$ cat src/inc/ecp_pkg.sv
package ecp_pkg;
    localparam int WORD_W       = 8;
    localparam int FIFO_DEPTH   = 16;
    localparam int STAGE_DEPTH  = 4;
    localparam int FIFO_AW      = 4;
    localparam int STAGE_AW     = 2;
    localparam int RLE_W        = 7;
    localparam int TAG_BIT      = 8;
    localparam int ITEM_W       = 9;
    localparam int RLE_FLAG_BIT = 7;
    localparam logic [7:0] DATA_RST = 8'h00;
    localparam logic [6:0] RUN_ZERO = 7'h00;
    localparam logic [6:0] RUN_ONE  = 7'h01;
    localparam logic [4:0] CNT_ZERO = 5'h00;
    localparam logic [4:0] CNT_ONE  = 5'h01;
    localparam logic [4:0] CNT_FULL = 5'h10;
    localparam logic [1:0] MODE_OFF = 2'h0;
    localparam logic [1:0] MODE_SPP = 2'h1;
    localparam logic [1:0] MODE_ECP = 2'h2;
endpackage

$ cat src/rtl/ecp_fifo.sv
`timescale 1ns/1ps
module ecp_fifo #(
    parameter int WIDTH = 9,
    parameter int DEPTH = 4,
    parameter int AW    = 2
) (
    input  wire logic             clock,
    input  wire logic             nrst,
    input  wire logic [WIDTH-1:0] in_data,
    input  wire logic             in_valid,
    output logic                  in_ready,
    output logic      [WIDTH-1:0] out_data,
    output logic                  out_valid,
    input  wire logic             out_ready,
    output logic      [AW:0]      level
);
    logic [WIDTH-1:0] mem [DEPTH];
    logic [AW-1:0]    wr_reg;
    logic [AW-1:0]    rd_reg;
    logic [AW:0]      cnt_reg;
    logic             push;
    logic             pop;

    // read data comes straight from the addressed word; register stage costs a cycle
    assign in_ready  = (cnt_reg != (AW+1)'(DEPTH));
    assign out_valid = (cnt_reg != '0);
    assign push      = in_valid && in_ready;
    assign pop       = out_valid && out_ready;
    assign out_data  = mem[rd_reg];
    assign level     = cnt_reg;

    always_ff @(posedge clock) begin
        if (push) begin
            mem[wr_reg] <= in_data;
        end
    end

    always_ff @(posedge clock) begin
        if (!nrst) begin
            wr_reg  <= '0;
            rd_reg  <= '0;
            cnt_reg <= '0;
        end else begin
            if (push) begin
                wr_reg <= (int'(wr_reg) == DEPTH - 1) ? '0 : wr_reg + AW'(1);
            end
            if (pop) begin
                rd_reg <= (int'(rd_reg) == DEPTH - 1) ? '0 : rd_reg + AW'(1);
            end
            cnt_reg <= cnt_reg + (AW+1)'(push) - (AW+1)'(pop);
        end
    end
endmodule

$ cat src/rtl/ecp_link.sv
`timescale 1ns/1ps
// Function
// - no negotiation; automatic burst channel with dma requests both directions
// - both directions buffered through one sixteen byte fifo
// - compatibility mode strobe handshake generated automatically per byte
// - in ecp forward, run-length byte consumed, next data byte repeated that many times
// - host strobe asserting edge latches byte, interlocked with busy
// - in reverse, autofeed asserted requests a byte, interlocked with nack
// - in ecp forward, autofeed marks address versus data byte
// - ninit low selects reverse, high forward
// - host drives data bus only after reverse acknowledge says so
// - select-in held deasserted throughout ecp mode
// - fault input asserted raises an error interrupt
// - fault during forward is only a reverse hint; host keeps direction
// - data lines carry address or data bytes per handshake; run-length bytes never reach them
// - port word is eight bits wide
module ecp_link (
    input  wire logic       clock,
    input  wire logic       nrst,
    input  wire logic [1:0] mode,
    input  wire logic       reverse_req,
    input  wire logic [7:0] host_wdata,
    input  wire logic       host_wtag,
    input  wire logic       host_wvalid,
    output logic            host_wready,
    output logic [7:0]      host_rdata,
    output logic            host_rtag,
    output logic            host_rvalid,
    input  wire logic       host_rready,
    output logic            dma_req,
    output logic            fifo_full,
    output logic            fifo_empty,
    output logic            error_irq,
    output logic            reverse_hint,
    output logic            dir_reverse,
    output logic [7:0]      pd_out,
    output logic            pd_oe_n,
    input  wire logic [7:0] pd_in,
    output logic            nstrobe,
    output logic            nautofd,
    output logic            ninit,
    output logic            nselectin,
    input  wire logic       busy,
    input  wire logic       nack,
    input  wire logic       perror,
    input  wire logic       nfault
);
    // ============================================================
    // state
    // ============================================================
    typedef enum logic [5:0] {
        ST_IDLE  = 6'b000001,
        ST_SETUP = 6'b000010,
        ST_STRB  = 6'b000100,
        ST_HOLD  = 6'b001000,
        ST_TURN  = 6'b010000,
        ST_REV   = 6'b100000
    } ecp_state_t;

    ecp_state_t state_reg;
    logic       rev_reg;
    logic       rev_ack_reg;
    logic [7:0] pd_reg;
    logic       strobe_reg;
    logic       afd_reg;
    logic [6:0] run_reg;
    logic       run_act_reg;
    logic       fault_d_reg;
    logic       irq_reg;
    logic [7:0] rd_data_reg;
    logic       rd_tag_reg;
    logic       rd_valid_reg;

    // ============================================================
    // main fifo: sixteen bytes, shared by both directions
    // ============================================================
    logic [8:0] mf_in;
    logic       mf_in_valid;
    logic       mf_in_ready;
    logic [8:0] mf_out;
    logic       mf_out_valid;
    logic       mf_out_ready;
    logic [4:0] mf_level;
    logic [8:0] sf_out;
    logic       sf_out_valid;
    logic       sf_out_ready;
    logic       sf_in_valid;
    logic       sf_in_ready;

    // forward data is written by the host; reverse data comes from the stage fifo
    assign mf_in       = rev_reg ? sf_out : {host_wtag, host_wdata};
    assign mf_in_valid = rev_reg ? sf_out_valid : host_wvalid;
    assign sf_out_ready = rev_reg && mf_in_ready;
    assign host_wready = !rev_reg && mf_in_ready;

    ecp_fifo #(
        .WIDTH (ecp_pkg::ITEM_W),
        .DEPTH (ecp_pkg::FIFO_DEPTH),
        .AW    (ecp_pkg::FIFO_AW)
    ) u_main (
        .clock     (clock),
        .nrst      (nrst),
        .in_data   (mf_in),
        .in_valid  (mf_in_valid),
        .in_ready  (mf_in_ready),
        .out_data  (mf_out),
        .out_valid (mf_out_valid),
        .out_ready (mf_out_ready),
        .level     (mf_level)
    );

    // ============================================================
    // reverse staging fifo: four words between the pins and the main fifo
    // ============================================================
    ecp_fifo #(
        .WIDTH (ecp_pkg::ITEM_W),
        .DEPTH (ecp_pkg::STAGE_DEPTH),
        .AW    (ecp_pkg::STAGE_AW)
    ) u_stage (
        .clock     (clock),
        .nrst      (nrst),
        .in_data   ({busy, pd_in}),
        .in_valid  (sf_in_valid),
        .in_ready  (sf_in_ready),
        .out_data  (sf_out),
        .out_valid (sf_out_valid),
        .out_ready (sf_out_ready),
        .level     ()
    );

    // ============================================================
    // host read register: reverse bytes reach the host from flip-flops
    // ============================================================
    // costs one cycle of latency per reverse byte, but a byte still leaves
    // every cycle while the host keeps ready high
    logic rd_take;

    assign rd_take = rev_reg && mf_out_valid && (!rd_valid_reg || host_rready);

    always_ff @(posedge clock) begin
        if (!nrst) begin
            rd_valid_reg <= 1'b0;
        end else if (rd_take) begin
            rd_valid_reg <= 1'b1;
        end else if (host_rready || !rev_reg) begin
            // leaving ecp mode discards a byte that nobody will read
            rd_valid_reg <= 1'b0;
        end
    end

    always_ff @(posedge clock) begin
        if (!nrst) begin
            rd_data_reg <= ecp_pkg::DATA_RST;
            rd_tag_reg  <= 1'b0;
        end else if (rd_take) begin
            rd_data_reg <= mf_out[ecp_pkg::WORD_W-1:0];
            rd_tag_reg  <= mf_out[ecp_pkg::TAG_BIT];
        end
    end

    assign host_rdata  = rd_data_reg;
    assign host_rtag   = rd_tag_reg;
    assign host_rvalid = rd_valid_reg;
    assign fifo_full   = (mf_level == ecp_pkg::CNT_FULL);
    assign fifo_empty  = (mf_level == ecp_pkg::CNT_ZERO);
    // outside off mode, dma is asked for whenever the fifo can take or give a byte
    assign dma_req     = (mode != ecp_pkg::MODE_OFF)
                         && (rev_reg ? (mf_out_valid || rd_valid_reg)
                                     : mf_in_ready);

    // ============================================================
    // forward byte sequencer
    // ============================================================
    logic fwd_ok;
    logic is_rle;
    logic ecp_on;
    logic expand;

    assign ecp_on  = (mode == ecp_pkg::MODE_ECP);
    assign fwd_ok  = !rev_reg && !rev_ack_reg && (mode != ecp_pkg::MODE_OFF);
    // run-length byte: address-tagged with top bit clear
    assign is_rle  = mf_out[ecp_pkg::TAG_BIT] && !mf_out[ecp_pkg::RLE_FLAG_BIT];
    // a pending run repeats this byte instead of popping it until the last copy
    assign expand  = run_act_reg;
    assign mf_out_ready = rev_reg ? (!rd_valid_reg || host_rready)
                        : (state_reg == ST_IDLE && fwd_ok && mf_out_valid
                           && ((ecp_on && is_rle) || !expand))
                       || (state_reg == ST_HOLD && !strobe_reg && expand
                           && run_reg == ecp_pkg::RUN_ZERO && !busy);

    // count n means n+1 copies; the register holds copies still to come, so a
    // count of 127 needs no eighth bit
    always_ff @(posedge clock) begin
        if (!nrst) begin
            run_reg     <= ecp_pkg::RUN_ZERO;
            run_act_reg <= 1'b0;
        end else if (state_reg == ST_IDLE && fwd_ok && mf_out_valid && ecp_on && is_rle) begin
            run_reg     <= mf_out[ecp_pkg::RLE_W-1:0];
            run_act_reg <= 1'b1;
        end else if (state_reg == ST_HOLD && !busy && expand) begin
            if (run_reg == ecp_pkg::RUN_ZERO) begin
                run_act_reg <= 1'b0;
            end else begin
                run_reg <= run_reg - ecp_pkg::RUN_ONE;
            end
        end
    end

    always_ff @(posedge clock) begin
        if (!nrst) begin
            state_reg  <= ST_IDLE;
            pd_reg     <= ecp_pkg::DATA_RST;
            strobe_reg <= 1'b0;
            afd_reg    <= 1'b0;
        end else begin
            unique case (state_reg)
                ST_IDLE: begin
                    strobe_reg <= 1'b0;
                    if (rev_reg) begin
                        afd_reg   <= 1'b0;
                        state_reg <= ST_REV;
                    end else if (fwd_ok && mf_out_valid && !(ecp_on && is_rle)) begin
                        pd_reg    <= mf_out[ecp_pkg::WORD_W-1:0];
                        // autofeed low marks an address byte in ecp forward
                        afd_reg   <= ecp_on && mf_out[ecp_pkg::TAG_BIT];
                        state_reg <= ST_SETUP;
                    end
                end
                ST_SETUP: begin
                    // wait for busy low before strobing: interlocked
                    if (!busy) begin
                        strobe_reg <= 1'b1;
                        state_reg  <= ST_STRB;
                    end
                end
                ST_STRB: begin
                    if (busy) begin
                        strobe_reg <= 1'b0;
                        state_reg  <= ST_HOLD;
                    end
                end
                ST_HOLD: begin
                    if (!busy) begin
                        afd_reg   <= 1'b0;
                        // repeat the held byte for a pending run
                        state_reg <= (expand && run_reg != ecp_pkg::RUN_ZERO)
                                     ? ST_SETUP : ST_IDLE;
                    end
                end
                ST_TURN: begin
                    state_reg <= ST_IDLE;
                end
                ST_REV: begin
                    // host ack asserted requests a byte; released after nack answers
                    if (!rev_reg) begin
                        afd_reg   <= 1'b0;
                        state_reg <= ST_TURN;
                    end else if (!afd_reg && nack && sf_in_ready && reverse_req) begin
                        afd_reg <= 1'b1;
                    end else if (afd_reg && !nack) begin
                        afd_reg <= 1'b0;
                    end
                end
                default: begin
                    state_reg <= ST_IDLE;
                end
            endcase
        end
    end

    // capture on the interlocked nack fall while the request stands
    assign sf_in_valid = (state_reg == ST_REV) && rev_reg && afd_reg && !nack;

    // ============================================================
    // direction control
    // ============================================================
    always_ff @(posedge clock) begin
        if (!nrst) begin
            rev_reg <= 1'b0;
        end else if (!ecp_on) begin
            rev_reg <= 1'b0;
        end else if (reverse_req && !rev_reg && state_reg == ST_IDLE && !mf_out_valid) begin
            // turn only with the forward path drained; the fault hint never turns it
            rev_reg <= 1'b1;
        end else if (!reverse_req && rev_reg && state_reg == ST_REV && nack
                     && !mf_out_valid && !sf_out_valid && !rd_valid_reg) begin
            // nack high: no byte is mid-handshake, so a standing request may be dropped
            rev_reg <= 1'b0;
        end
    end

    // pending until perror agrees with forward; held set while the direction is reverse
    always_ff @(posedge clock) begin
        if (!nrst) begin
            // bus stays released until perror has been seen high after reset
            rev_ack_reg <= 1'b1;
        end else begin
            rev_ack_reg <= rev_reg || !perror;
        end
    end

    assign dir_reverse = rev_reg;
    assign ninit       = !rev_reg;
    assign nselectin   = ecp_on ? 1'b1 : 1'b0;
    assign nstrobe     = !strobe_reg;
    assign nautofd     = !afd_reg;
    assign pd_out      = pd_reg;
    assign pd_oe_n     = rev_reg || rev_ack_reg;

    // ============================================================
    // fault: error interrupt and reverse hint
    // ============================================================
    // previous level; reset to the idle level so release makes no false edge
    always_ff @(posedge clock) begin
        if (!nrst) begin
            fault_d_reg <= 1'b1;
        end else begin
            fault_d_reg <= nfault;
        end
    end

    // a level, not a sticky flag: it drops once the fault input is released
    always_ff @(posedge clock) begin
        if (!nrst) begin
            irq_reg <= 1'b0;
        end else begin
            irq_reg <= !nfault;
        end
    end

    assign error_irq    = irq_reg;
    assign reverse_hint = ecp_on && !rev_reg && !nfault && fault_d_reg;
endmodule

$ cat config.mk
export PLATFORM = sky130hd
export DESIGN_NAME = ecp_link
export DESIGN_NICKNAME = d
export VERILOG_FILES = /design/src/inc/ecp_pkg.sv /design/src/rtl/ecp_fifo.sv /design/src/rtl/ecp_link.sv
export SDC_FILE = /design/constraint.sdc
export NUM_CORES = 1
export LEC_CHECK = 0
export BUFFER_PORTS_ARGS = -buffer_cell sky130_fd_sc_hd__buf_2
export CORE_ASPECT_RATIO = 1.25
export CORE_MARGIN = 3
export CORE_UTILIZATION = 61
export DETAILED_ROUTE_END_ITERATION = 16
export GPL_TIMING_DRIVEN = 1
export PLACE_DENSITY_LB_ADDON = 0.15
export SLEW_MARGIN = 20
export SYNTH_ARGS = -nofsm -noshare
export SYNTH_HDL_FRONTEND = slang
export SYNTH_SLANG_ARGS = --single-unit
$ cat constraint.sdc
create_clock -name clock -period 4 [get_ports clock]
set_input_delay 0.8 -clock clock [delete_from_list [all_inputs] [get_ports clock]]
set_output_delay 0.8 -clock clock [all_outputs]
set_load 0.02 [all_outputs]
# Word level (Yosys, flattened, before mapping)
# Memory sizes are Yosys's and may differ from the RTL's. A register that Yosys moved wholly into a read port is not among the register bits.
# Cells that the tools add are included.
dict set report word_totals {
  ram_bits 180
  in_bits 28
  n_memories 2
  wordCells 184
  output_inout_bits 30
  regBits 58
}
dict set report op_classes {
  bitwise_logic 1
  n_eq_ne 20
  reduce_logical 88
  muxes 45
  n_addsub 9
}
# memory words width read_ports rd_ports_with_merged_regs wr line
set memory_table {}
lappend memory_table {u_main.mem 16 9 1 1 1 ecp_fifo.sv:17} ;# logic [WIDTH-1:0] mem [DEPTH];
lappend memory_table {u_stage.mem 4 9 1 1 1 ecp_fifo.sv:17}
# op count
set op_table {}
lappend op_table {{logical AND 1 bit} 47}
lappend op_table {{two-way mux 6 bit} 6}
lappend op_table {{one-hot mux 6 bit (5 select lines)} 1}
lappend op_table {{two-way mux 1 bit} 23}
lappend op_table {{two-way mux 7 bit} 3}
lappend op_table {{two-way mux 4 bit} 4}
lappend op_table {{zero test 1 bit} 15}
lappend op_table {{two-way mux 2 bit} 5}
lappend op_table {{nonzero test 2 bit} 5}
lappend op_table {{two-way mux 9 bit} 1}
lappend op_table {{nonzero test 3 bit} 3}
lappend op_table {{adder 4 x 1 -> 4 bit, second input constant} 2}
lappend op_table {{equality test 4 x 1 -> 1 bit, second input constant} 2}
lappend op_table {{inequality test 2 bit, second input constant} 4}
lappend op_table {{zero test 7 bit} 1}
lappend op_table {{logical OR 1 bit} 7}
lappend op_table {{nonzero test 7 bit} 1}
lappend op_table {{subtractor 7 x 1 -> 7 bit, second input constant} 1}
lappend op_table {{equality test 6 x 1 -> 1 bit, second input constant} 1}
lappend op_table {{equality test 6 x 2 -> 1 bit, second input constant} 1}
lappend op_table {{equality test 6 x 3 -> 1 bit, second input constant} 1}
lappend op_table {{equality test 6 x 4 -> 1 bit, second input constant} 1}
lappend op_table {{equality test 6 bit, second input constant} 1}
lappend op_table {{inequality test 3 bit, second input constant} 2}
lappend op_table {{other kinds (19)} 25}

# Depth between registers and ports, before layout
dict set report depth {
  depth_word 11
  depth_mapped 17
  depth_no_buf 15
}

# By module
# From an unflattened synthesis, not the netlist that was laid out.
dict set report hier_totals {
  hier_cells 686
  hier_area_um2 10415.0
}
# mod seq_area_each_um2 area_per_inst_um2 cells_per_inst instances
set by_module_without_submodules {}
lappend by_module_without_submodules {{ecp_fifo at u_main} 4664.5 6456.2 331 1}
lappend by_module_without_submodules {ecp_link 760.7 2177.1 256 1}
lappend by_module_without_submodules {{ecp_fifo at u_stage} 1261.2 1781.7 99 1}

# Worst setup path after synthesis
# Ideal clock, no wire load.
dict set report synth_timing {
  path_kind {input-to-reg}
  startpoint {in mode[0]}
  endpoint {reg u_main.cnt_reg[4] (netlist: u_main.level[4])}
  stages 15
  path_buffers 1
  required_ns 3.930
  setup_ns 0.070
  arrival_time_ns 3.378
  slack_ns 0.552
  cell_sequence {nand2b_1 -> inv_1 -> nand2_1 -> or2_1 -> a21o_1 -> buf_2 -> o21ai_2 -> ha_1 -> inv_1 -> ha_1 -> fa_1 -> a21oi_1 -> nor2_1 -> or3_1 -> a21oi_1}
}
dict set report synth_between {
  elab_chain_len 9
  elab_cells_between_ends 12
  cone_classes {add/sub (1); eq/ne (1); mux (1); reduce/logical (9)}
}
# element line
set synth_rtl {}
lappend synth_rtl {{from (decl)} ecp_link.sv:20} ;# input wire logic [1:0] mode,
lappend synth_rtl {{nonzero test 2 bit} ecp_link.sv:180} ;# assign fwd_ok = !rev_reg && !rev_ack_reg && (mode != ecp_pkg::MODE_OFF);
lappend synth_rtl {{logical AND 1 bit} ecp_link.sv:180}
lappend synth_rtl {{logical AND 1 bit (2 in a row)} ecp_link.sv:186} ;# : (state_reg == ST_IDLE && fwd_ok && mf_out_valid
lappend synth_rtl {{logical AND 1 bit (*)} ecp_link.sv:187} ;# && ((ecp_on && is_rle) || !expand))
lappend synth_rtl {{logical OR 1 bit (*)} ecp_link.sv:188} ;# || (state_reg == ST_HOLD && !strobe_reg && expand
lappend synth_rtl {{two-way mux 1 bit (*)} ecp_link.sv:185} ;# assign mf_out_ready = rev_reg ? (!rd_valid_reg || host_rready)
lappend synth_rtl {{logical AND 1 bit (*)} ecp_fifo.sv:28} ;# assign pop = out_valid && out_ready;
lappend synth_rtl {{subtractor 5 x 1 -> 5 bit (*)} ecp_fifo.sv:50} ;# cnt_reg <= cnt_reg + (AW+1)'(push) - (AW+1)'(pop);
lappend synth_rtl {{to (signal assigned)} ecp_fifo.sv:50}
lappend synth_rtl {{to (decl)} ecp_fifo.sv:20} ;# logic [AW:0] cnt_reg;
# Every way passes the cells marked *; elsewhere a longest branch is shown, timed or not.
# A chain may end at the register's enable or synchronous reset.

# Final worst setup path
dict set report layout_timing {
  startpoint {reg state_reg[1]}
  endpoint {reg u_main.cnt_reg[4] (netlist: u_main.level[4])}
}
dict set report layout_between {
  elab_chain_len 9
  elab_cells_between_ends 13
  cone_classes {add/sub (1); eq/ne (2); mux (1); reduce/logical (9)}
}
# element line
set layout_rtl {}
lappend layout_rtl {{from (decl)} ecp_link.sv:60} ;# ecp_state_t state_reg;
lappend layout_rtl {{from (signal assigned)} ecp_link.sv:246} ;# state_reg <= (expand && run_reg != ecp_pkg::RUN_ZERO)
lappend layout_rtl {{equality test 6 x 4 -> 1 bit} ecp_link.sv:188}
lappend layout_rtl {{logical AND 1 bit (2 in a row)} ecp_link.sv:188}
lappend layout_rtl {{logical AND 1 bit (2 in a row)} ecp_link.sv:189} ;# && run_reg == ecp_pkg::RUN_ZERO && !busy);
lappend layout_rtl {{logical OR 1 bit (*)} ecp_link.sv:188}
lappend layout_rtl {{two-way mux 1 bit (*)} ecp_link.sv:185}
lappend layout_rtl {{logical AND 1 bit (*)} ecp_fifo.sv:28}
lappend layout_rtl {{subtractor 5 x 1 -> 5 bit (*)} ecp_fifo.sv:50}
# Marks and branches as above.

==> results.json <==
{
  "post-route-period-util_pct": 93.2,
  "rows": 52,
  "finish.utilization_pct": 70.9,
  "synth_cell_type_count": 64,
  "drc": 0,
  "setup_slack_ns": 0.274,
  "cts-resized-gates": 0,
  "start_util_pct": 62.5,
  "die_w_um": 121,
  "post_drt_wl_per_cell_um": 23.7,
  "p_leak_uw": 0.00393,
  "grt_overflow": 0,
  "required_ns": 4.43,
  "rsz0062_at_grt": "no",
  "seq_area_frac_synth_pct": 65.8,
  "antenna_left": 0,
  "vias_per_cell": 6.18,
  "r2r_cells": 13,
  "path_max_fanout": 12,
  "crit_slowest_cell": "or4b_4",
  "clock_skew_ns": 0.0123,
  "tns_ns": 0,
  "grt_usage_pct": 26.2,
  "area_growth_pct": 13.4,
  "worst-path-buf-inv": 1,
  "syn_inst": 669,
  "hold_viol": 0,
  "drive_gt1_share_pct": 24.8,
  "fmax_ghz": 0.268,
  "num_vias": 6064,
  "start_kind": "flip-flop",
  "min_period_ns": 3.73,
  "power_uw": 6020,
  "slowest_delay_ns": 0.58,
  "synth_area_per_cell_um2": 15.2,
  "synthFlopType": "edfxtp_1",
  "dp_hpwl_um": 15400,
  "ir_worst_vdd_mv": 0.356,
  "largestRegisters": "u_main.mem x144, u_stage.mem x36",
  "core_um2": 16300,
  "ys_ff_latch": 244,
  "cp.arrival_ns": 4.16,
  "path_cells": "or4b_4 -> or4b_4 -> nor4_4 -> o21ai_0 -> o21ai_2 -> ha_1 -> inv_1 -> ha_1 -> fa_1 -> a21oi_1 -> nor2_1 -> or3_1 -> a21oi_1",
  "cts_buffers": 22,
  "met3_usage_pct": 4.32,
  "ctsHoldBuffers": 0,
  "min_to": "host_rdata[6]$_SDFFE_PN0P_",
  "dieArea_um2": 18300,
  "crit_family": "simple AND/OR/NAND/NOR gates",
  "slew_violations": 0,
  "critical_path.endpoint_type": "flip-flop",
  "final_nets": 799,
  "finalSetupViolCount": 0,
  "grt_util_met1_pct": 30.8,
  "antenna_found_initial": 0,
  "whs_ns": 0.456,
  "drt_wl_total_um": 23200,
  "yosysWarnings": 0,
  "hold_start": "host_rdata[6]$_SDFFE_PN0P_",
  "grt_pass1_wl_um": 35600,
  "async_flop_share_pct": 0,
  "powerDensity_nw_per_um2": 522,
  "synth_fa_ha_area_share_pct": 2.73,
  "critical_path_class": "reg -> reg",
  "clk_pin_slew_ns": 0.07,
  "clk_latency_ns": 0.51,
  "pin_count": 58,
  "htree_levels": 1,
  "dr.pass1.iters": 5,
  "die_y_um": 150,
  "pre_cts_slack_ns": 0.286,
  "final_common_cell": "edfxtp_1",
  "cts-root-buf": "clkbuf_16",
  "final_cell_mix": "edfxtp_1, dfxtp_1, buf_2",
  "synth-compound-area-share_pct": 4.86,
  "largest_reg_flops": 144,
  "hold_path.class": "reg -> reg",
  "tightestPinTransition_ns": 0.944,
  "grtUsageMet2_pct": 47.2,
  "antennaDiodeCount": 0,
  "synth_enable_flop_cells": 180,
  "drv_cap": 0,
  "holdPathStages": 2,
  "cts_buffer_depth": 3,
  "r2r-start": "state_reg[1]$_SDFFE_PN0P_",
  "muxShareOfSynthArea_pct": 14.1,
  "synth_xor_area_share_pct": 0.947,
  "grt_max_degree": 26,
  "synth_area_um2": 10200,
  "first_iter_violations": 661,
  "yosys.area_share.simple_pct": 9.23,
  "relSlewSlack_pct": 36.6,
  "cts_tree": "built",
  "grt-busiest-layer": "met2",
  "top_register": "u_main.mem",
  "fillCellCount": 1058,
  "syn_nets": 718,
  "grt_pass1_vias": 6300,
  "status": "finished, final reports clean",
  "synth_top_family_by_area": "multiplexers",
  "io_buffers": 57,
  "r2r_slack_ns": 0.27,
  "cts_setup_buffers": 0,
  "cts.sinks": 244,
  "r2r_end": "u_main.level[4]$_SDFF_PN0_",
  "routabilityCongestion": 0.843
}
cell families (layout without fill, tap and decap cells):
kind of cell | Yosys count | count (layout)
flip-flops | 244 | 244
AND/OR/NAND/NOR | 177 | 177
multiplexers | 81 | 81
AO/OA/AOI/OAI | 79 | 79
buffers and inverters | 56 | 153
adder cells (fa/ha/maj) | 21 | 21
XOR/XNOR | 11 | 11
worst reg2reg max path: stages (launching register included):
cell and delay, ns:
dfxtp_1 0.43, or4b_4 0.58, or4b_4 0.55, nor4_4 0.26, o21ai_0 0.18, o21ai_2 0.16
ha_1 0.16, inv_1 0.04, ha_1 0.21, fa_1 0.40, a21oi_1 0.15, nor2_1 0.06
or3_1 0.34, a21oi_1 0.14
routing by layer:
| metal | vias up | part of all wire [%] |
|---|---|---|
| li1 | 2728 | - |
| met1 | 3014 | 36 |
| met2 | 256 | 53 |
| met3 | 66 | 6.3 |
| met4 | 0 | 4.2 |
| met5 | - | 0 |
worst max-delay path by stage:
stage,slack [ns],cells past startpoint,from,to
2_1_floorplan,0.55,15,mode[0],u_main.level[4]$_SDFF_PN0_
3_3_place_gp,0.37,13,busy,u_main.level[4]$_SDFF_PN0_
3_5_place_dp,0.29,13,busy,u_main.level[4]$_SDFF_PN0_
4_1_cts,0.31,13,state_reg[1]$_SDFFE_PN0P_,u_main.level[4]$_SDFF_PN0_
5_1_grt,0.05,13,state_reg[1]$_SDFFE_PN0P_,u_main.level[4]$_SDFF_PN0_
6_report,0.27,13,state_reg[1]$_SDFFE_PN0P_,u_main.level[4]$_SDFF_PN0_
where the power goes:
part	internal [µW]	switching (µW)
Clock	1240	868
Combinational	433	572
Sequential	2830	78.2
Total	4500	1520
stage by stage:
stage	cells	cell area (µm²)
floorplan	669	10200
global placement	942	10800
detailed placement	942	10800
CTS	982	11500
global route	982	11500
finish	982	11500
cell usage after synthesis, types with 3 or more instances:
library cell,number,share of area [%]
a211oi_1,3,0.22
a21o_1,3,0.22
a21oi_1,30,1.5
a31oi_1,4,0.25
and2_1,9,0.55
buf_1,7,0.26
buf_2,6,0.30
buf_4,4,0.30
clkbuf_1,12,0.44
dfxtp_1,64,13
edfxtp_1,180,53
ha_1,19,2.3
inv_1,25,0.92
mux2_2,9,1.0
mux2i_1,23,2.3
mux4_2,49,11
nand2_1,36,1.3
nand2b_1,8,0.49
nand3_1,17,0.84
nand3b_1,5,0.37
nor2_1,51,1.9
nor3_1,14,0.69
nor4_1,3,0.18
o21ai_0,17,0.84
o21ai_1,4,0.20
or3_1,6,0.37
xnor2_1,7,0.60
xor2_1,4,0.34
area by class of cell:
| class | count | area (µm²) | area share (%) |
|---|---|---|---|
| well taps | 216 | 270 | 2.34 |
| flip-flops and latches | 244 | 6690 | 58.0 |
| clock buffers | 27 | 591 | 5.12 |
| inverters | 26 | 97.6 | 0.846 |
| clock inverters | 13 | 135 | 1.17 |
| repair buffers | 87 | 510 | 4.43 |
| multi-input cells | 369 | 3240 | 28.1 |
Power figures use the tool's default switching activity.
